File: src/shared/adc_out_pkg.sv
`default_nettype none
////////////////////////////////////////////////////////////////////////////////
// Shared constants and types for the converter output port
package adc_out_pkg;

  // Widths and depths
  localparam int SAMPLE_W   = 12;              // Converter word width
  localparam int FIFO_DEPTH = 4;               // Words buffered ahead of the port
  localparam int GAP_CNT_W  = 8;               // Width of the clock gap counter

  // Clock of the block
  localparam int MCLK_MHZ = 100;               // Block clock rate in MHz

  // Slow clock detection: half period of the slowest guaranteed clock (2 MHz)
  localparam int SLOW_CLK_GAP_NS  = 250;       // Longest legal gap between edges
  localparam int SLOW_CLK_GAP_RAW = (SLOW_CLK_GAP_NS * MCLK_MHZ) / 1000;
  localparam int SLOW_CLK_GAP_CYC = (SLOW_CLK_GAP_RAW < 1) ? 1 : SLOW_CLK_GAP_RAW;

  // Full scale codes in offset binary, and the MSB flip for two's complement
  localparam logic [SAMPLE_W-1:0] CODE_POS_FULL = 12'hfff;
  localparam logic [SAMPLE_W-1:0] CODE_NEG_FULL = 12'h000;
  localparam logic [SAMPLE_W-1:0] CODE_TC_FLIP  = 12'h800;

  // Reset values
  localparam logic [SAMPLE_W-1:0] DATA_RST = 12'h000;

  // Field positions inside the format and polarity select
  localparam int FMT_FALL_POS = 0;             // 1: capture on falling edge
  localparam int FMT_TWOS_POS = 1;             // 1: two's complement coding

  // Power states of the port
  typedef enum logic [1:0] {
    PWR_ACTIVE,
    PWR_CLOCK_LOST,
    PWR_COMMANDED_DOWN
  } pwr_state_t;

  // Word from the conversion core
  typedef struct packed {
    logic [SAMPLE_W-1:0] code;                 // Offset binary result
    logic                ovr_pos;              // Positive overdrive
    logic                ovr_neg;              // Negative overdrive
  } conv_word_t;

  // Word as presented on the port
  typedef struct packed {
    logic [SAMPLE_W-1:0] data;                 // Encoded sample
    logic                out_of_range_flag;                  // Out of range flag
  } port_word_t;

endpackage : adc_out_pkg
`default_nettype wire

File: src/rtl/adc_parallel_output_port.sv
// Overview of operation
// - Delay-lock loop enabled after reset.
// - Absent or slow clock forces power-down.
// - Default settings work above 2 MHz.
// - 12-bit word, highest line is MSB.
// - Flag high when word at full scale.
// - Ready clock with selectable capture polarity.
// - Four select levels choose coding and polarity.
// - Output enable low tri-states all outputs.
// - Positive overdrive gives FFF or 7FF.
// - Negative overdrive gives 000 or 800.
// - Commanded power-down tri-states, keeps reference.
// - Reset clears all but loop and clock-lost status, data outputs low.
`timescale 1ns/1ps
`default_nettype none
////////////////////////////////////////////////////////////////////////////////
// Parallel output port of a 12-bit converter
module adc_parallel_output_port #(
  parameter int SAMPLE_W   = adc_out_pkg::SAMPLE_W,   // Word width
  parameter int FIFO_DEPTH = adc_out_pkg::FIFO_DEPTH  // Words buffered
) (
  // Clock and reset
  input  wire logic                i_mclk,
  input  wire logic                i_rstn,
  // Sample clock pin, sampled here
  input  wire logic                i_sample_clk,
  // Static configuration pins
  input  wire logic [1:0]          i_format_polarity_select,
  input  wire logic                i_output_enable,
  // Configuration bits from the control logic
  input  wire logic                i_dll_off,
  input  wire logic                i_power_down_bit,
  // Conversion core stream
  input  wire logic                i_conv_valid,
  output logic                     o_conv_ready,
  input  wire logic [SAMPLE_W-1:0] i_conv_code,
  input  wire logic                i_conv_ovr_pos,
  input  wire logic                i_conv_ovr_neg,
  // Sample word pins
  output logic [SAMPLE_W-1:0]      o_sample_data,
  output logic [SAMPLE_W-1:0]      o_sample_data_oe,
  // Out of range flag pin
  output logic                     o_out_of_range_flag,
  output logic                     o_out_of_range_flag_oe,
  // Data ready clock pin
  output logic                     o_data_ready_clock,
  output logic                     o_data_ready_clock_oe,
  // Status
  output logic                     o_dll_enabled,
  output logic                     o_core_active,
  output logic                     o_reference_on,
  output logic                     o_clock_lost
);

  //////////////////////////////////////////////////////////////////////////////
  // Declarations

  // Synchronised pin levels: sample clock, enable and select
  logic [3:0]                    pins_sync;
  logic                          sclk_s;       // Sample clock level
  logic                          oe_s;         // Output enable level
  logic [1:0]                    fmt_s;        // Format and polarity select
  logic                          sclk_d_r;     // Sample clock one cycle later
  logic                          sclk_rise;    // Rising edge seen
  logic                          sclk_edge;    // Any edge seen

  // Clock gap watch
  logic [adc_out_pkg::GAP_CNT_W-1:0] gap_cnt_r;
  logic                          gap_expired;

  // Power state
  adc_out_pkg::pwr_state_t       pwr_r;
  adc_out_pkg::pwr_state_t       pwr_nxt;

  // Stream through the buffer
  adc_out_pkg::conv_word_t       conv_in;
  adc_out_pkg::conv_word_t       conv_out;
  logic                          fifo_valid;
  logic                          pop;

  // Encoded word
  adc_out_pkg::port_word_t       enc;
  logic [SAMPLE_W-1:0]           ob_code;      // Clamped offset binary

  // Output registers
  logic [SAMPLE_W-1:0]           data_r;
  logic                          ovr_r;
  logic                          ready_clk_r;
  logic                          drive_r;      // Pins driven
  logic                          dll_en_r;
  logic                          ref_on_r;

  //////////////////////////////////////////////////////////////////////////////
  // Pin synchronisers
  // Sample clock, enable and select come from outside the block clock;
  // logic reads them only after the second stage
  sync_stage #(
    .WIDTH (4)
  ) u_pin_sync (
    .i_mclk  (i_mclk),
    .i_rstn  (i_rstn),
    .i_async ({i_sample_clk, i_output_enable, i_format_polarity_select}),
    .o_sync  (pins_sync)
  );

  assign sclk_s = pins_sync[3];
  assign oe_s   = pins_sync[2];
  assign fmt_s  = pins_sync[1:0];

  //////////////////////////////////////////////////////////////////////////////
  // Edge finder on the synchronised sample clock
  // Same reset level as the synchroniser, so reset alone makes no edge
  always_ff @(posedge i_mclk or negedge i_rstn) begin
    if (!i_rstn) begin
      sclk_d_r <= 1'h0;
    end else begin
      sclk_d_r <= sclk_s;
    end
  end

  assign sclk_rise = sclk_s && !sclk_d_r;
  assign sclk_edge = sclk_s != sclk_d_r;

  //////////////////////////////////////////////////////////////////////////////
  // Gap counter: cycles since the last sample clock edge, saturating
  always_ff @(posedge i_mclk or negedge i_rstn) begin
    if (!i_rstn) begin
      gap_cnt_r <= '0;
    end else if (sclk_edge) begin
      // Edge restarts the watch
      gap_cnt_r <= '0;
    end else if (!gap_expired) begin
      // Count until the limit, then hold
      gap_cnt_r <= gap_cnt_r + 1'h1;
    end
  end

  // Gap limit at the counter's width; the counter stops there, so it never wraps
  localparam logic [adc_out_pkg::GAP_CNT_W-1:0] GAP_LIMIT =
    adc_out_pkg::GAP_CNT_W'(adc_out_pkg::SLOW_CLK_GAP_CYC);

  // Clock slower than the guaranteed floor or stopped
  assign gap_expired = (gap_cnt_r >= GAP_LIMIT);

  //////////////////////////////////////////////////////////////////////////////
  // Power state: commanded power-down wins over clock loss
  // Clock loss keeps the pins driven with the last word; only the command or enable low releases them
  always_comb begin
    pwr_nxt = pwr_r;
    case (pwr_r)
      adc_out_pkg::PWR_ACTIVE: begin
        if (i_power_down_bit) begin
          pwr_nxt = adc_out_pkg::PWR_COMMANDED_DOWN;
        end else if (gap_expired) begin
          pwr_nxt = adc_out_pkg::PWR_CLOCK_LOST;
        end
      end
      adc_out_pkg::PWR_CLOCK_LOST: begin
        if (i_power_down_bit) begin
          pwr_nxt = adc_out_pkg::PWR_COMMANDED_DOWN;
        end else if (sclk_edge) begin
          // Clock back: resume
          pwr_nxt = adc_out_pkg::PWR_ACTIVE;
        end
      end
      adc_out_pkg::PWR_COMMANDED_DOWN: begin
        if (!i_power_down_bit) begin
          // Leave through clock check
          pwr_nxt = gap_expired ? adc_out_pkg::PWR_CLOCK_LOST : adc_out_pkg::PWR_ACTIVE;
        end
      end
      default: begin
        pwr_nxt = adc_out_pkg::PWR_CLOCK_LOST;
      end
    endcase
  end

  // State register; asleep until a clock is seen
  always_ff @(posedge i_mclk or negedge i_rstn) begin
    if (!i_rstn) begin
      pwr_r <= adc_out_pkg::PWR_CLOCK_LOST;
    end else begin
      pwr_r <= pwr_nxt;
    end
  end

  //////////////////////////////////////////////////////////////////////////////
  // Buffer between conversion core and port
  assign conv_in.code    = i_conv_code;
  assign conv_in.ovr_pos = i_conv_ovr_pos;
  assign conv_in.ovr_neg = i_conv_ovr_neg;

  // One word leaves on each rising sample clock edge while active
  assign pop = sclk_rise && (pwr_r == adc_out_pkg::PWR_ACTIVE);

  // A full buffer refuses the core; words wait there and are never dropped
  sample_fifo #(
    .WIDTH ($bits(adc_out_pkg::conv_word_t)),
    .DEPTH (FIFO_DEPTH)
  ) u_fifo (
    .i_mclk      (i_mclk),
    .i_rstn      (i_rstn),
    .i_in_valid  (i_conv_valid),
    .o_in_ready  (o_conv_ready),
    .i_in_data   (conv_in),
    .o_out_valid (fifo_valid),
    .i_out_ready (pop),
    .o_out_data  (conv_out)
  );

  //////////////////////////////////////////////////////////////////////////////
  // Encoder: overdrive clamp, coding choice, range flag
  always_comb begin
    if (conv_out.ovr_pos) begin
      ob_code = adc_out_pkg::CODE_POS_FULL;
    end else if (conv_out.ovr_neg) begin
      ob_code = adc_out_pkg::CODE_NEG_FULL;
    end else begin
      ob_code = conv_out.code;
    end
    // Flag set at either full scale limit
    enc.out_of_range_flag = (ob_code == adc_out_pkg::CODE_POS_FULL) ||
              (ob_code == adc_out_pkg::CODE_NEG_FULL);
    if (fmt_s[adc_out_pkg::FMT_TWOS_POS]) begin
      // MSB flip maps mid-scale to zero, FFF to 7FF and 000 to 800
      enc.data = ob_code ^ adc_out_pkg::CODE_TC_FLIP;
    end else begin
      enc.data = ob_code;
    end
  end

  //////////////////////////////////////////////////////////////////////////////
  // Sample and flag registers; an empty buffer holds the last word
  // Clock loss and the command both stop pops, so the pins freeze on the last word
  always_ff @(posedge i_mclk or negedge i_rstn) begin
    if (!i_rstn) begin
      data_r <= adc_out_pkg::DATA_RST;
      ovr_r  <= 1'h0;
    end else if (pop && fifo_valid) begin
      data_r <= enc.data;
      ovr_r  <= enc.out_of_range_flag;
    end
  end

  //////////////////////////////////////////////////////////////////////////////
  // Data ready clock: its capture edge falls mid-word
  // Runs in every power state; it stands still only while the sample clock does
  always_ff @(posedge i_mclk or negedge i_rstn) begin
    if (!i_rstn) begin
      ready_clk_r <= 1'h0;
    end else if (fmt_s[adc_out_pkg::FMT_FALL_POS]) begin
      // Falling edge capture: falls half a sample period after data change
      ready_clk_r <= sclk_s;
    end else begin
      // Rising edge capture: rises half a sample period after data change
      ready_clk_r <= !sclk_s;
    end
  end

  //////////////////////////////////////////////////////////////////////////////
  // Output drive: enable pin high and no commanded power-down
  // The command acts through the next state, so drive changes on the same edge as the state
  always_ff @(posedge i_mclk or negedge i_rstn) begin
    if (!i_rstn) begin
      drive_r <= 1'h0;
    end else begin
      drive_r <= oe_s && (pwr_nxt != adc_out_pkg::PWR_COMMANDED_DOWN);
    end
  end

  //////////////////////////////////////////////////////////////////////////////
  // Loop mode and reference status
  always_ff @(posedge i_mclk or negedge i_rstn) begin
    if (!i_rstn) begin
      dll_en_r <= 1'h1;
      ref_on_r <= 1'h0;
    end else begin
      // Loop off only by configuration; the controller picks it below 60 MSPS
      dll_en_r <= !i_dll_off;
      // Reference stays on in every power state once out of reset
      ref_on_r <= 1'h1;
    end
  end

  //////////////////////////////////////////////////////////////////////////////
  // Port assignments
  // Word, flag and ready clock pins share one drive enable
  assign o_sample_data          = data_r;
  assign o_sample_data_oe       = {SAMPLE_W{drive_r}};
  assign o_out_of_range_flag    = ovr_r;
  assign o_out_of_range_flag_oe = drive_r;
  assign o_data_ready_clock     = ready_clk_r;
  assign o_data_ready_clock_oe  = drive_r;
  // Status seen by the control logic
  assign o_dll_enabled          = dll_en_r;
  assign o_core_active          = (pwr_r == adc_out_pkg::PWR_ACTIVE);
  assign o_reference_on         = ref_on_r;
  assign o_clock_lost           = (pwr_r == adc_out_pkg::PWR_CLOCK_LOST);

endmodule : adc_parallel_output_port
`default_nettype wire

File: src/rtl/sync_stage.sv
`timescale 1ns/1ps
`default_nettype none
////////////////////////////////////////////////////////////////////////////////
// Two flip-flop synchroniser for a group of pin levels
module sync_stage #(
  parameter int WIDTH = 1                      // Number of levels carried
) (
  // Clock and reset
  input  wire logic             i_mclk,
  input  wire logic             i_rstn,
  // Levels
  input  wire logic [WIDTH-1:0] i_async,
  output logic      [WIDTH-1:0] o_sync
);

  logic [WIDTH-1:0] meta_r;                    // First stage, read only by the second

  //////////////////////////////////////////////////////////////////////////////
  // Two stages in series
  always_ff @(posedge i_mclk or negedge i_rstn) begin
    if (!i_rstn) begin
      meta_r <= '0;
      o_sync <= '0;
    end else begin
      meta_r <= i_async;
      o_sync <= meta_r;
    end
  end

endmodule : sync_stage
`default_nettype wire

File: src/rtl/sample_fifo.sv
`timescale 1ns/1ps
`default_nettype none
////////////////////////////////////////////////////////////////////////////////
// Small synchronous FIFO with valid and ready on both sides
module sample_fifo #(
  parameter int WIDTH = 14,                    // Word width
  parameter int DEPTH = 4                      // Words held
) (
  // Clock and reset
  input  wire logic             i_mclk,
  input  wire logic             i_rstn,
  // Filling side
  input  wire logic             i_in_valid,
  output logic                  o_in_ready,
  input  wire logic [WIDTH-1:0] i_in_data,
  // Draining side
  output logic                  o_out_valid,
  input  wire logic             i_out_ready,
  output logic      [WIDTH-1:0] o_out_data
);

  localparam int AW = (DEPTH > 1) ? $clog2(DEPTH) : 1;

  logic [WIDTH-1:0] mem [DEPTH];               // Storage
  logic [AW:0]      wr_ptr_r;                  // Write pointer with wrap bit
  logic [AW:0]      rd_ptr_r;                  // Read pointer with wrap bit
  logic             full;
  logic             empty;
  logic             push;
  logic             pop;

  // Honest full and empty from the wrap bits
  assign empty       = (wr_ptr_r == rd_ptr_r);
  assign full        = (wr_ptr_r[AW] != rd_ptr_r[AW]) && (wr_ptr_r[AW-1:0] == rd_ptr_r[AW-1:0]);
  assign o_in_ready  = !full;
  assign o_out_valid = !empty;
  assign push        = i_in_valid && !full;
  assign pop         = i_out_ready && !empty;
  assign o_out_data  = mem[rd_ptr_r[AW-1:0]];

  //////////////////////////////////////////////////////////////////////////////
  // Storage write
  always_ff @(posedge i_mclk) begin
    if (push) begin
      mem[wr_ptr_r[AW-1:0]] <= i_in_data;
    end
  end

  //////////////////////////////////////////////////////////////////////////////
  // Pointers
  always_ff @(posedge i_mclk or negedge i_rstn) begin
    if (!i_rstn) begin
      wr_ptr_r <= '0;
      rd_ptr_r <= '0;
    end else begin
      if (push) begin
        wr_ptr_r <= wr_ptr_r + 1'h1;
      end
      if (pop) begin
        rd_ptr_r <= rd_ptr_r + 1'h1;
      end
    end
  end

endmodule : sample_fifo
`default_nettype wire

File: config.mk
export PLATFORM = sky130hd
export DESIGN_NAME = adc_parallel_output_port
export DESIGN_NICKNAME = d
export VERILOG_FILES = /design/src/shared/adc_out_pkg.sv /design/src/rtl/adc_parallel_output_port.sv /design/src/rtl/sync_stage.sv /design/src/rtl/sample_fifo.sv
export SDC_FILE = /design/constraint.sdc
export NUM_CORES = 1
export LEC_CHECK = 0
export BUFFER_PORTS_ARGS = -buffer_cell sky130_fd_sc_hd__buf_4
export CAP_MARGIN = 20
export CORE_MARGIN = 4
export CORE_UTILIZATION = 30
export CTS_BUF_LIST = sky130_fd_sc_hd__clkbuf_8
export DETAILED_ROUTE_END_ITERATION = 6
export MAX_ROUTING_LAYER = met4
export PLACE_DENSITY = 0.49
export SYNTH_ARGS = -nofsm -noshare
export SYNTH_HDL_FRONTEND = slang
export SYNTH_SLANG_ARGS = --single-unit
File: constraint.sdc
create_clock -name i_mclk -period 2.8 [get_ports i_mclk]
set_input_delay 0 -clock i_mclk [delete_from_list [all_inputs] [get_ports i_mclk]]
set_output_delay 0 -clock i_mclk [all_outputs]
set_load 0.005 [all_outputs]
==> impl_metrics.env, run 1 <==
export IMPL_timing_critical_path_fanout_max=18
export IMPL_final_cell_count_no_fill=500
export IMPL_die_width_um=124
export IMPL_route_detailed_vias_per_inst=4.29
export IMPL_n_antenna_cell=0
export IMPL_detailedRoute_firstPassIterationCount=4
export IMPL_initialDrtViolationCount=107
export IMPL_slew_viols_final=0
export IMPL_timing_critical_path_from="u_fifo.rd_ptr_r[0]"
export IMPL_post_drt_wl_per_cell_um=14.4
export IMPL_grt_overflow_total=0
export IMPL_post_cts_resize_count=0
export IMPL_synth_sequential_area_ratio=0.682
export IMPL_rsz0062_at_grt="false"
export IMPL_cts_buffers_inserted=9
export IMPL_clk_root_buffer_cell="clkbuf_8"
export IMPL_vias_in_the_first_global_route=2168
export IMPL_hold_path_class="input port to flop"
export IMPL_grt_total_usage=0.106
export IMPL_commonest_non_fill_non_tap_cell_in_the_layout="buf_4"
export IMPL_run_status="completed"
export IMPL_grt_start_max_net_pins=43
export IMPL_yosys_area_top_type_share=0.420
export IMPL_antenna_found_initial=0
export IMPL_mappedNetlistArea_sq_mm=0.00401
export IMPL_dpl_wire_length_mm=4.89
export IMPL_power_ir_vdd_worst_uv=359
export IMPL_worst_slew_pin_slew_ns=0.528
export IMPL_vias=2146
export IMPL_timing_final_hold_violations=0
export IMPL_power_per_cell_area_mw_per_mm2=895
export IMPL_top_level_ports=56
export IMPL_max_freq_mhz=485
export IMPL_syn_num_nets=284
export IMPL_min_period_ns=2.06
export IMPL_cp_endpoint="u_fifo.mem[3][7]"
export IMPL_worst_r2r_path_depth=5
export IMPL_worstSetupPathType="flop to flop"
export IMPL_placeableCoreArea_sq_mm=0.0128
export IMPL_tritoncts="done"
export IMPL_synth_top_area_cell="edfxtp_1"
export IMPL_setup_viol=0
export IMPL_area_growth_pct=23.1
export IMPL_drc=0
export IMPL_top_cells_by_area_in_the_synthesized_netlist="edfxtp_1 42%, dfrtp_1 25%, mux4_1 4.6%"
export IMPL_placedCellCount=463
export IMPL_timing_critical_path_slowest_stage_cell="a31oi_1"
export IMPL_number_of_buffers_between_clock_root_and_the_deepest_sink=2
export IMPL_drv_max_cap_violation_count=0
export IMPL_synth_ff_latch_count=98
export IMPL_worst_slew_margin_rel=0.648
export IMPL_core_rowCount=41
export IMPL_worst_path_largest_cell_delay_ns=0.48
export IMPL_die_area_sq_mm=0.0153
export IMPL_fin_crit_sh=0.736
export IMPL_cts_hold_buffers_added=21
export IMPL_reg2reg_from="u_fifo.rd_ptr_r[0]"
export IMPL_die_height_um=124
export IMPL_ctsHtreeMaxLevel=3
export IMPL_drt_wl_total_mm=7.18
export IMPL_postCtsSetupBuffers=0
export IMPL_mean_post_synth_cell_area_sq_um=15.9
export IMPL_detail_route_antenna_nets=0
export IMPL_clock_skew_ns=0.0147
export IMPL_drive_gt1_frac=0.280
export IMPL_gpl_final_weighted_congestion=0.750
export IMPL_netlist_instances=252
export IMPL_reg2reg_slack_ns=0.74
export IMPL_fillerInstances=1238
export IMPL_design_final_nets=355
export IMPL_worst_setup_path_end_kind="flop"
export IMPL_port_buffers=55
export IMPL_cells_along_the_critical_path="buf_4 > xnor2_1 > a31oi_1 > and2_1 > buf_4"
export IMPL_worst_setup_hold_path_clk_slew_ns=0.09
export IMPL_fin_tns_setup_ns=0
export IMPL_worst_r2r_endpoint="u_fifo.mem[3][7]"
export IMPL_required_ns=2.86
export IMPL_timing_critical_path_mode_cell="buf_4"
export IMPL_yosys_warnings=0
export IMPL_leakage_uw=0.00195
export IMPL_starting_density_of_the_core=0.312
export IMPL_worstSetupStartpointType="flop"
export IMPL_insertion_delay_of_the_later_clocked_pin_in_the_worst_skew_pair_ns=0.37
export IMPL_yosys_cell_types_count=41
export IMPL_layout_common_cells="61 x buf_4, 56 x edfxtp_1, 40 x dfrtp_1"
export IMPL_global_route_wire_length_before_repair_mm=11.7
export IMPL_clock_sink_count=98
export IMPL_arrival_ns=2.12
-- area by class of cell --
class                           instances  area [sq um]  area share
Multi-Input combinational cell        122          1070       0.217
Sequential cell                        98          2740       0.554
Timing Repair Buffer                   82           668       0.135
Tap cell                              172           215      0.0436
Inverter                               10          37.5     0.00761
Clock inverter                          7          81.3      0.0165
Clock buffer                            9           124      0.0251
-- worst max-delay path, delay by kind of cell (launching register included) --
family / cells / cell delay, ns
and+or+nand+nor: 1 / 0.21
AOI/OAI and AO/OA: 1 / 0.48
buffers and inverters: 2 / 0.56
xor gates and xnor gates: 1 / 0.17
DFF: 1 / 0.34
-- Yosys cell counts --
library cell	number
a211oi_1	1
a21boi_0	1
a21oi_1	12
a31o_2	1
a31oi_1	1
a32oi_1	1
a41oi_1	1
and2_1	7
buf_12	1
buf_2	3
buf_4	14
buf_6	1
clkbuf_1	3
conb_1	1
dfrtp_1	40
dfstp_2	2
edfxtp_1	56
ha_1	9
inv_1	10
mux2_2	2
mux2i_1	3
mux4_1	7
mux4_2	7
nand2_1	14
nand3_1	3
nand4_1	3
nor2_1	7
nor2b_1	3
nor3_1	3
nor3b_1	1
nor4_2	2
nor4_4	1
o211ai_1	1
o21a_1	1
o21ai_0	10
o21ai_1	4
o31ai_1	1
or3_1	2
or3b_2	1
xnor2_1	7
xor2_1	4
-- stage by stage --
step           hold slack (ns)  cell area, sq um  worst slack [ns]  power (uW)   util
2_1_floorplan           -0.296              4010             0.764        3030      -
3_3_place_gp            0.0216              4520             0.781        3510  0.352
3_5_place_dp            0.0255              4520             0.693        3520  0.352
4_1_cts                 0.0669              4930             0.685        4500  0.385
5_1_grt                 0.0819              4930             0.489        4740  0.385
6_report                0.0688              4930             0.739        4410  0.385
-- how the worst min path moves through the flow --
stage | startpoint | slack, ns | cells after the start | end
detailed placement | i_rstn | 0.03 | 1 | gap_cnt_r[2]
finish | i_conv_valid | 0.07 | 4 | u_fifo.wr_ptr_r[0]
global route | i_conv_valid | 0.08 | 4 | u_fifo.wr_ptr_r[0]
floorplan | i_rstn | -0.30 | 0 | gap_cnt_r[0]
global placement | i_rstn | 0.02 | 1 | gap_cnt_r[2]
CTS | i_conv_valid | 0.07 | 4 | u_fifo.wr_ptr_r[0]
-- cell families (layout without fill, tap and decap cells) --
| family | after synthesis | in the layout | synth area share |
|---|---|---|---|
| buffers and inverters | 32 | 108 | 0.0500 |
| and+or+nand+nor | 47 | 47 | 0.0662 |
| DFF | 98 | 98 | 0.682 |
| adders and majority gates | 9 | 9 | 0.0281 |
| xor gates and xnor gates | 11 | 11 | 0.0240 |
| other | 1 | 1 | 0.000936 |
| muxes | 19 | 19 | 0.0983 |
| AOI/OAI and AO/OA | 35 | 35 | 0.0500 |
-- layer usage --
layer,share of wire,GRT usage,vias up
li1,-,-,1059
met1,0.48,0.143,1026
met2,0.45,0.152,53
met3,0.056,0.0345,8
met4,0.015,0.0353,0
met5,0,-,-
-- registers in the layout (all words and copies together), names as in the netlist, 2 cells and up --
signal / count
gap_cnt_r: 8
o_sample_data: 12
pwr_r: 2
u_fifo.mem: 56
u_fifo.rd_ptr_r: 3
u_fifo.wr_ptr_r: 3
u_pin_sync.meta_r: 4
u_pin_sync.o_sync: 4
-- power breakdown --
part	switching (uW)	leakage (uW)	total, uW	internal (uW)
Clock	508	0.000102	936	429
Combinational	785	0.000826	1450	665
Sequential	145	0.00103	2030	1880
Power figures use the tool's default switching activity.
==> run 2: changes to the inputs <==
Clock period 2.8 ns to 1.9 ns, I/O delays scaled along.
==> impl_metrics.env, run 2 (same netlist as run 1, synthesis figures left out) <==
export IMPL_drt_wl_total_mm=7.66
export IMPL_top_level_ports=56
export IMPL_clock_skew_ns=0.00887
export IMPL_worst_setup_path_end_kind="flop"
export IMPL_max_freq_mhz=544
export IMPL_rsz0062_at_grt="true"
export IMPL_fin_crit_sh=0.967
export IMPL_worst_slew_margin_rel=0.643
export IMPL_design_final_nets=359
export IMPL_tritoncts="done"
export IMPL_vias_in_the_first_global_route=2259
export IMPL_cells_along_the_critical_path="buf_12 > mux4_1 > nand4_1 > or3_1 > a32oi_1"
export IMPL_core_rowCount=41
export IMPL_drive_gt1_frac=0.319
export IMPL_postCtsSetupBuffers=0
export IMPL_grt_total_usage=0.109
export IMPL_worstSetupPathType="flop to flop"
export IMPL_commonest_non_fill_non_tap_cell_in_the_layout="buf_4"
export IMPL_min_period_ns=1.84
export IMPL_drc=0
export IMPL_cp_num_buf_inv=1
export IMPL_detailedRoute_firstPassIterationCount=4
export IMPL_power_ir_vdd_worst_uv=475
export IMPL_detail_route_antenna_nets=0
export IMPL_power_per_cell_area_mw_per_mm2=1350
export IMPL_route_detailed_vias_per_inst=4.40
export IMPL_post_drt_wl_per_cell_um=15.2
export IMPL_gpl_final_weighted_congestion=0.716
export IMPL_port_buffers=55
export IMPL_final_cell_count_no_fill=504
export IMPL_post_route_cell_area_sq_mm=0.00503
export IMPL_arrival_ns=2.12
export IMPL_global_route_wire_length_before_repair_mm=12.2
export IMPL_number_of_buffers_between_clock_root_and_the_deepest_sink=2
export IMPL_worstSetupStartpointType="flop"
export IMPL_worst_setup_hold_path_clk_slew_ns=0.10
export IMPL_insertion_delay_of_the_later_clocked_pin_in_the_worst_skew_pair_ns=0.36
export IMPL_dpl_wire_length_mm=5.17
export IMPL_run_status="completed"
export IMPL_flip_flop_count_of_the_largest_register_after_layout=56
export IMPL_timing_final_hold_violations=0
export IMPL_grt_start_max_net_pins=43
export IMPL_setup_viol=0
export IMPL_initialDrtViolationCount=99
export IMPL_area_growth_pct=25.4
export IMPL_required_ns=2.18
export IMPL_placeableCoreArea_sq_mm=0.0128
export IMPL_worst_path_largest_cell_delay_ns=0.45
export IMPL_drv_max_cap_violation_count=0
export IMPL_grt_overflow_total=0
export IMPL_antenna_found_initial=0
export IMPL_vias=2220
export IMPL_die_height_um=124
export IMPL_die_area_sq_mm=0.0153
export IMPL_placedCellCount=467
export IMPL_clock_sink_count=98
export IMPL_worst_slew_pin_slew_ns=0.535
export IMPL_timing_critical_path_fanout_max=13
export IMPL_n_antenna_cell=0
export IMPL_slew_viols_final=0
export IMPL_ctsHtreeMaxLevel=3
export IMPL_hold_path_class="input port to flop"
export IMPL_layout_common_cells="58 x buf_4, 56 x edfxtp_1, 40 x dfrtp_1"
export IMPL_leakage_uw=0.00198
export IMPL_clk_root_buffer_cell="clkbuf_8"
export IMPL_starting_density_of_the_core=0.312
export IMPL_die_width_um=124
export IMPL_worst_path_dominant_cell_family="simple AND/OR/NAND/NOR gates"
export IMPL_cts_buffers_inserted=9
export IMPL_timing_critical_path_slowest_stage_cell="mux4_1"
export IMPL_fillerInstances=1206
export IMPL_dpl_cell_area_sq_mm=0.00463
run 2: cell types whose count changed in the layout (fill, tap and decap cells not counted):
cell	before	now
and2_2	0	4
mux4_2	7	12
o31ai_1	1	0
o31ai_2	0	1
inv_8	2	1
buf_12	0	6
clkinv_2	0	1
mux4_1	7	2
buf_4	61	58
buf_6	0	1
and2_1	7	3
run 2: timing repair:
item | in CTS | in global routing
endpoints found under the hold margin | 104 | 0
gates resized for setup | 0 | 7
hold buffers | 21 | 0
endpoints found under the setup margin | 0 | 2
run 2: power breakdown:
| group | internal [uW] | switching [uW] |
|---|---|---|
| clock network | 621 | 741 |
| logic | 1180 | 1200 |
| registers | 2770 | 248 |
run 2: metal layers:
layer	global-route usage	vias to the layer above	wire [um]
met1	0.150	1096	3820
li1	-	1059	-
met3	0.0213	10	350
met2	0.161	55	3360
met4	0.0415	0	127
met5	-	-	0
run 2: area by class of cell:
cell class,instances,area (sq um),area share
tap,172,215,0.0428
sequential,98,2740,0.544
clock buffer,9,124,0.0246
inverter,10,37.5,0.00747
timing repair buffer,86,777,0.155
multi-input combinational,122,1060,0.212
clock inverter,7,75.1,0.0149
run 2: path summary, 6_finish.rpt:
check / start / endpoint / slack, ns / depth (start not counted)
setup / recovery: u_fifo.rd_ptr_r[0] / o_out_of_range_flag / 0.06 / 5
hold / removal: i_conv_valid / u_fifo.wr_ptr_r[0] / 0.14 / 5
setup reg to reg: u_fifo.rd_ptr_r[0] / o_out_of_range_flag / 0.06 / 5
hold reg to reg: u_pin_sync.meta_r[2] / u_pin_sync.o_sync[2] / 0.36 / 0
max in group asynchronous: i_rstn / o_dll_enabled / 1.36 / 2
min in group asynchronous: i_rstn / gap_cnt_r[2] / 0.16 / 2
run 2: worst min-delay path, delay by kind of cell:
kind	cells	cell delay, ns
XOR/XNOR	1	0.06
buffers and inverters	3	0.27
AO/OA/AOI/OAI	1	0.14
run 2: stage by stage:
stage	setup WS, ns	setup TNS [ns]	hold WS (ns)	util	power, uW
global route	-0.0403	-0.0668	0.179	0.392	7220
detailed placement	0.0174	0	0.0255	0.361	5430
finish	0.0620	0	0.142	0.392	6770
CTS	0.00383	0	0.129	0.393	6830
floorplan	0.0298	0	-0.296	-	4470
global placement	0.0767	0	0.0234	0.361	5420
==> run 3: changes to the inputs <==
Settings changed: GPL_ROUTABILITY_DRIVEN set to 0, REMOVE_ABC_BUFFERS set to 1.
==> impl_metrics.env, run 3 (same netlist as run 1, synthesis figures left out) <==
export IMPL_run_status="completed"
export IMPL_power_per_cell_area_mw_per_mm2=1360
export IMPL_top_level_ports=56
export IMPL_clock_sink_count=98
export IMPL_design_final_nets=363
export IMPL_starting_density_of_the_core=0.312
export IMPL_power_switching_uw=2240
export IMPL_die_area_sq_mm=0.0153
export IMPL_vias=2210
export IMPL_min_period_ns=1.86
export IMPL_global_route_wire_length_before_repair_mm=11.8
export IMPL_grt_overflow_total=0
export IMPL_finalWorstSetupSlack_ns=0.0368
export IMPL_slew_viols_final=0
export IMPL_place_ws_ns=-0.0243
export IMPL_die_height_um=124
export IMPL_placeableCoreArea_sq_mm=0.0128
export IMPL_total_internal_power_uw=4640
export IMPL_met2_length_mm=3.67
export IMPL_max_freq_mhz=537
export IMPL_timing_final_hold_violations=0
export IMPL_clk_root_buffer_cell="clkbuf_8"
export IMPL_met1Wirelength_mm=3.39
export IMPL_switching_share=0.325
export IMPL_worstSetupStartpointType="flop"
export IMPL_commonest_non_fill_non_tap_cell_in_the_layout="buf_4"
export IMPL_setup_viol=0
export IMPL_timing_critical_path_fanout_max=9
export IMPL_sequentialPowerShare=0.441
export IMPL_grt_start_max_net_pins=43
export IMPL_worst_slew_pin_slew_ns=0.530
export IMPL_top_signal_layer_used="met4"
export IMPL_fin_crit_sh=0.981
export IMPL_pwr_share_clk=0.206
export IMPL_vias_in_the_first_global_route=2244
export IMPL_ctsHtreeMaxLevel=3
export IMPL_power_total_uw=6870
export IMPL_detailedRoute_firstPassIterationCount=4
export IMPL_dpl_wire_length_mm=5.22
export IMPL_port_buffers=55
export IMPL_rsz0062_at_grt="true"
export IMPL_drc=0
export IMPL_route_detailed_vias_per_inst=4.35
export IMPL_hold_path_class="input port to flop"
export IMPL_insertion_delay_of_the_later_clocked_pin_in_the_worst_skew_pair_ns=0.37
export IMPL_cts_buffers_inserted=9
export IMPL_leakage_uw=0.00200
export IMPL_tritoncts="done"
export IMPL_flip_flop_count_of_the_largest_register_after_layout=56
export IMPL_n_antenna_cell=0
export IMPL_power_ir_vdd_worst_uv=442
export IMPL_worst_setup_path_end_kind="flop"
export IMPL_core_rowCount=41
export IMPL_area_growth_pct=26.4
export IMPL_layout_common_cells="62 x buf_4, 56 x edfxtp_1, 40 x dfrtp_1"
export IMPL_grt_total_usage=0.106
export IMPL_initialDrtViolationCount=142
export IMPL_clock_skew_ns=0.00821
export IMPL_fillerInstances=1225
export IMPL_met3RoutedLength_um=316
export IMPL_arrival_ns=2.15
export IMPL_detail_route_antenna_nets=0
export IMPL_antenna_found_initial=0
export IMPL_number_of_buffers_between_clock_root_and_the_deepest_sink=2
export IMPL_comb_power_share=0.352
export IMPL_die_width_um=124
export IMPL_drive_gt1_frac=0.321
export IMPL_post_drt_wl_per_cell_um=14.7
export IMPL_drt_wl_total_mm=7.47
export IMPL_required_ns=2.19
export IMPL_fin_tns_setup_ns=0
export IMPL_drv_max_cap_violation_count=0
export IMPL_worst_slew_margin_rel=0.647
export IMPL_worstSetupPathType="flop to flop"
export IMPL_worst_setup_hold_path_clk_slew_ns=0.09
run 3: cell count changes in the layout (fill, tap and decap cells not counted):
cell,change
nor4_2,-1
mux4_2,+2
nor4_4,+1
clkinv_4,+1
o31ai_1,+1
mux4_1,-2
clkinvlp_4,-1
o31ai_2,-1
and2_1,+4
buf_4,+4
and2_2,-4
clkinv_2,-1
clkinv_1,-1
inv_8,+2
run 3: final cells by class:
type	count	area, sq um	area share
sequential	98	2740	0.540
multi-input combinational	122	1050	0.208
timing repair buffer	90	807	0.159
tap	172	215	0.0425
clock buffer	9	124	0.0245
clock inverter	7	90.1	0.0178
inverter	10	37.5	0.00741
run 3: worst max-delay path: stages (launching register included):
cell,delay [ns]
dfrtp_1,0.45
buf_12,0.17
mux4_2,0.55
nor4_4,0.32
nand3_1,0.11
a32oi_1,0.18
run 3: timing repair:
| item | in CTS | in global routing |
|---|---|---|
| hold buffers | 21 | 0 |
| pin swaps | 0 | 1 |
| resized for setup | 2 | 7 |
| buffers inserted | 0 | 1 |
| endpoints found under the setup margin | 1 | 2 |
| endpoints found under the hold margin | 104 | 0 |
run 3: layer usage:
metal,up-vias,GRT usage
li1,1069,-
met4,0,0.0374
met2,40,0.158
met5,-,-
met3,5,0.0304
met1,1096,0.139
run 3: through the flow:
step	std cells	hold WS, ns	cell area, sq um	utilization
after global placement	470	0.0247	4650	0.362
after floorplan	230	-0.296	3840	-
after global routing	508	0.131	5060	0.395
after CTS	507	0.109	5060	0.395
after detailed placement	470	0.0249	4650	0.362
final	508	0.124	5060	0.395
run 3: final timing paths:
kind | from | endpoint | slack, ns | cells past startpoint
max | u_fifo.rd_ptr_r[0] | o_out_of_range_flag | 0.04 | 5
min | i_conv_valid | u_fifo.wr_ptr_r[0] | 0.12 | 5
max reg2reg | u_fifo.rd_ptr_r[0] | o_out_of_range_flag | 0.04 | 5
min reg2reg | u_pin_sync.meta_r[3] | u_pin_sync.o_sync[3] | 0.35 | 0
max in group asynchronous | i_rstn | pwr_r[0] | 1.39 | 2
min in group asynchronous | i_rstn | o_data_ready_clock | 0.14 | 2
run 3: power groups by stage:
stage	Sequential (uW)	Clock, uW	Combinational (uW)
CTS	3040	1470	2400
global route	3090	1560	2700
finish	3030	1420	2420
floorplan	3110	0	1210
global placement	3090	0	2320
detailed placement	3080	0	2340
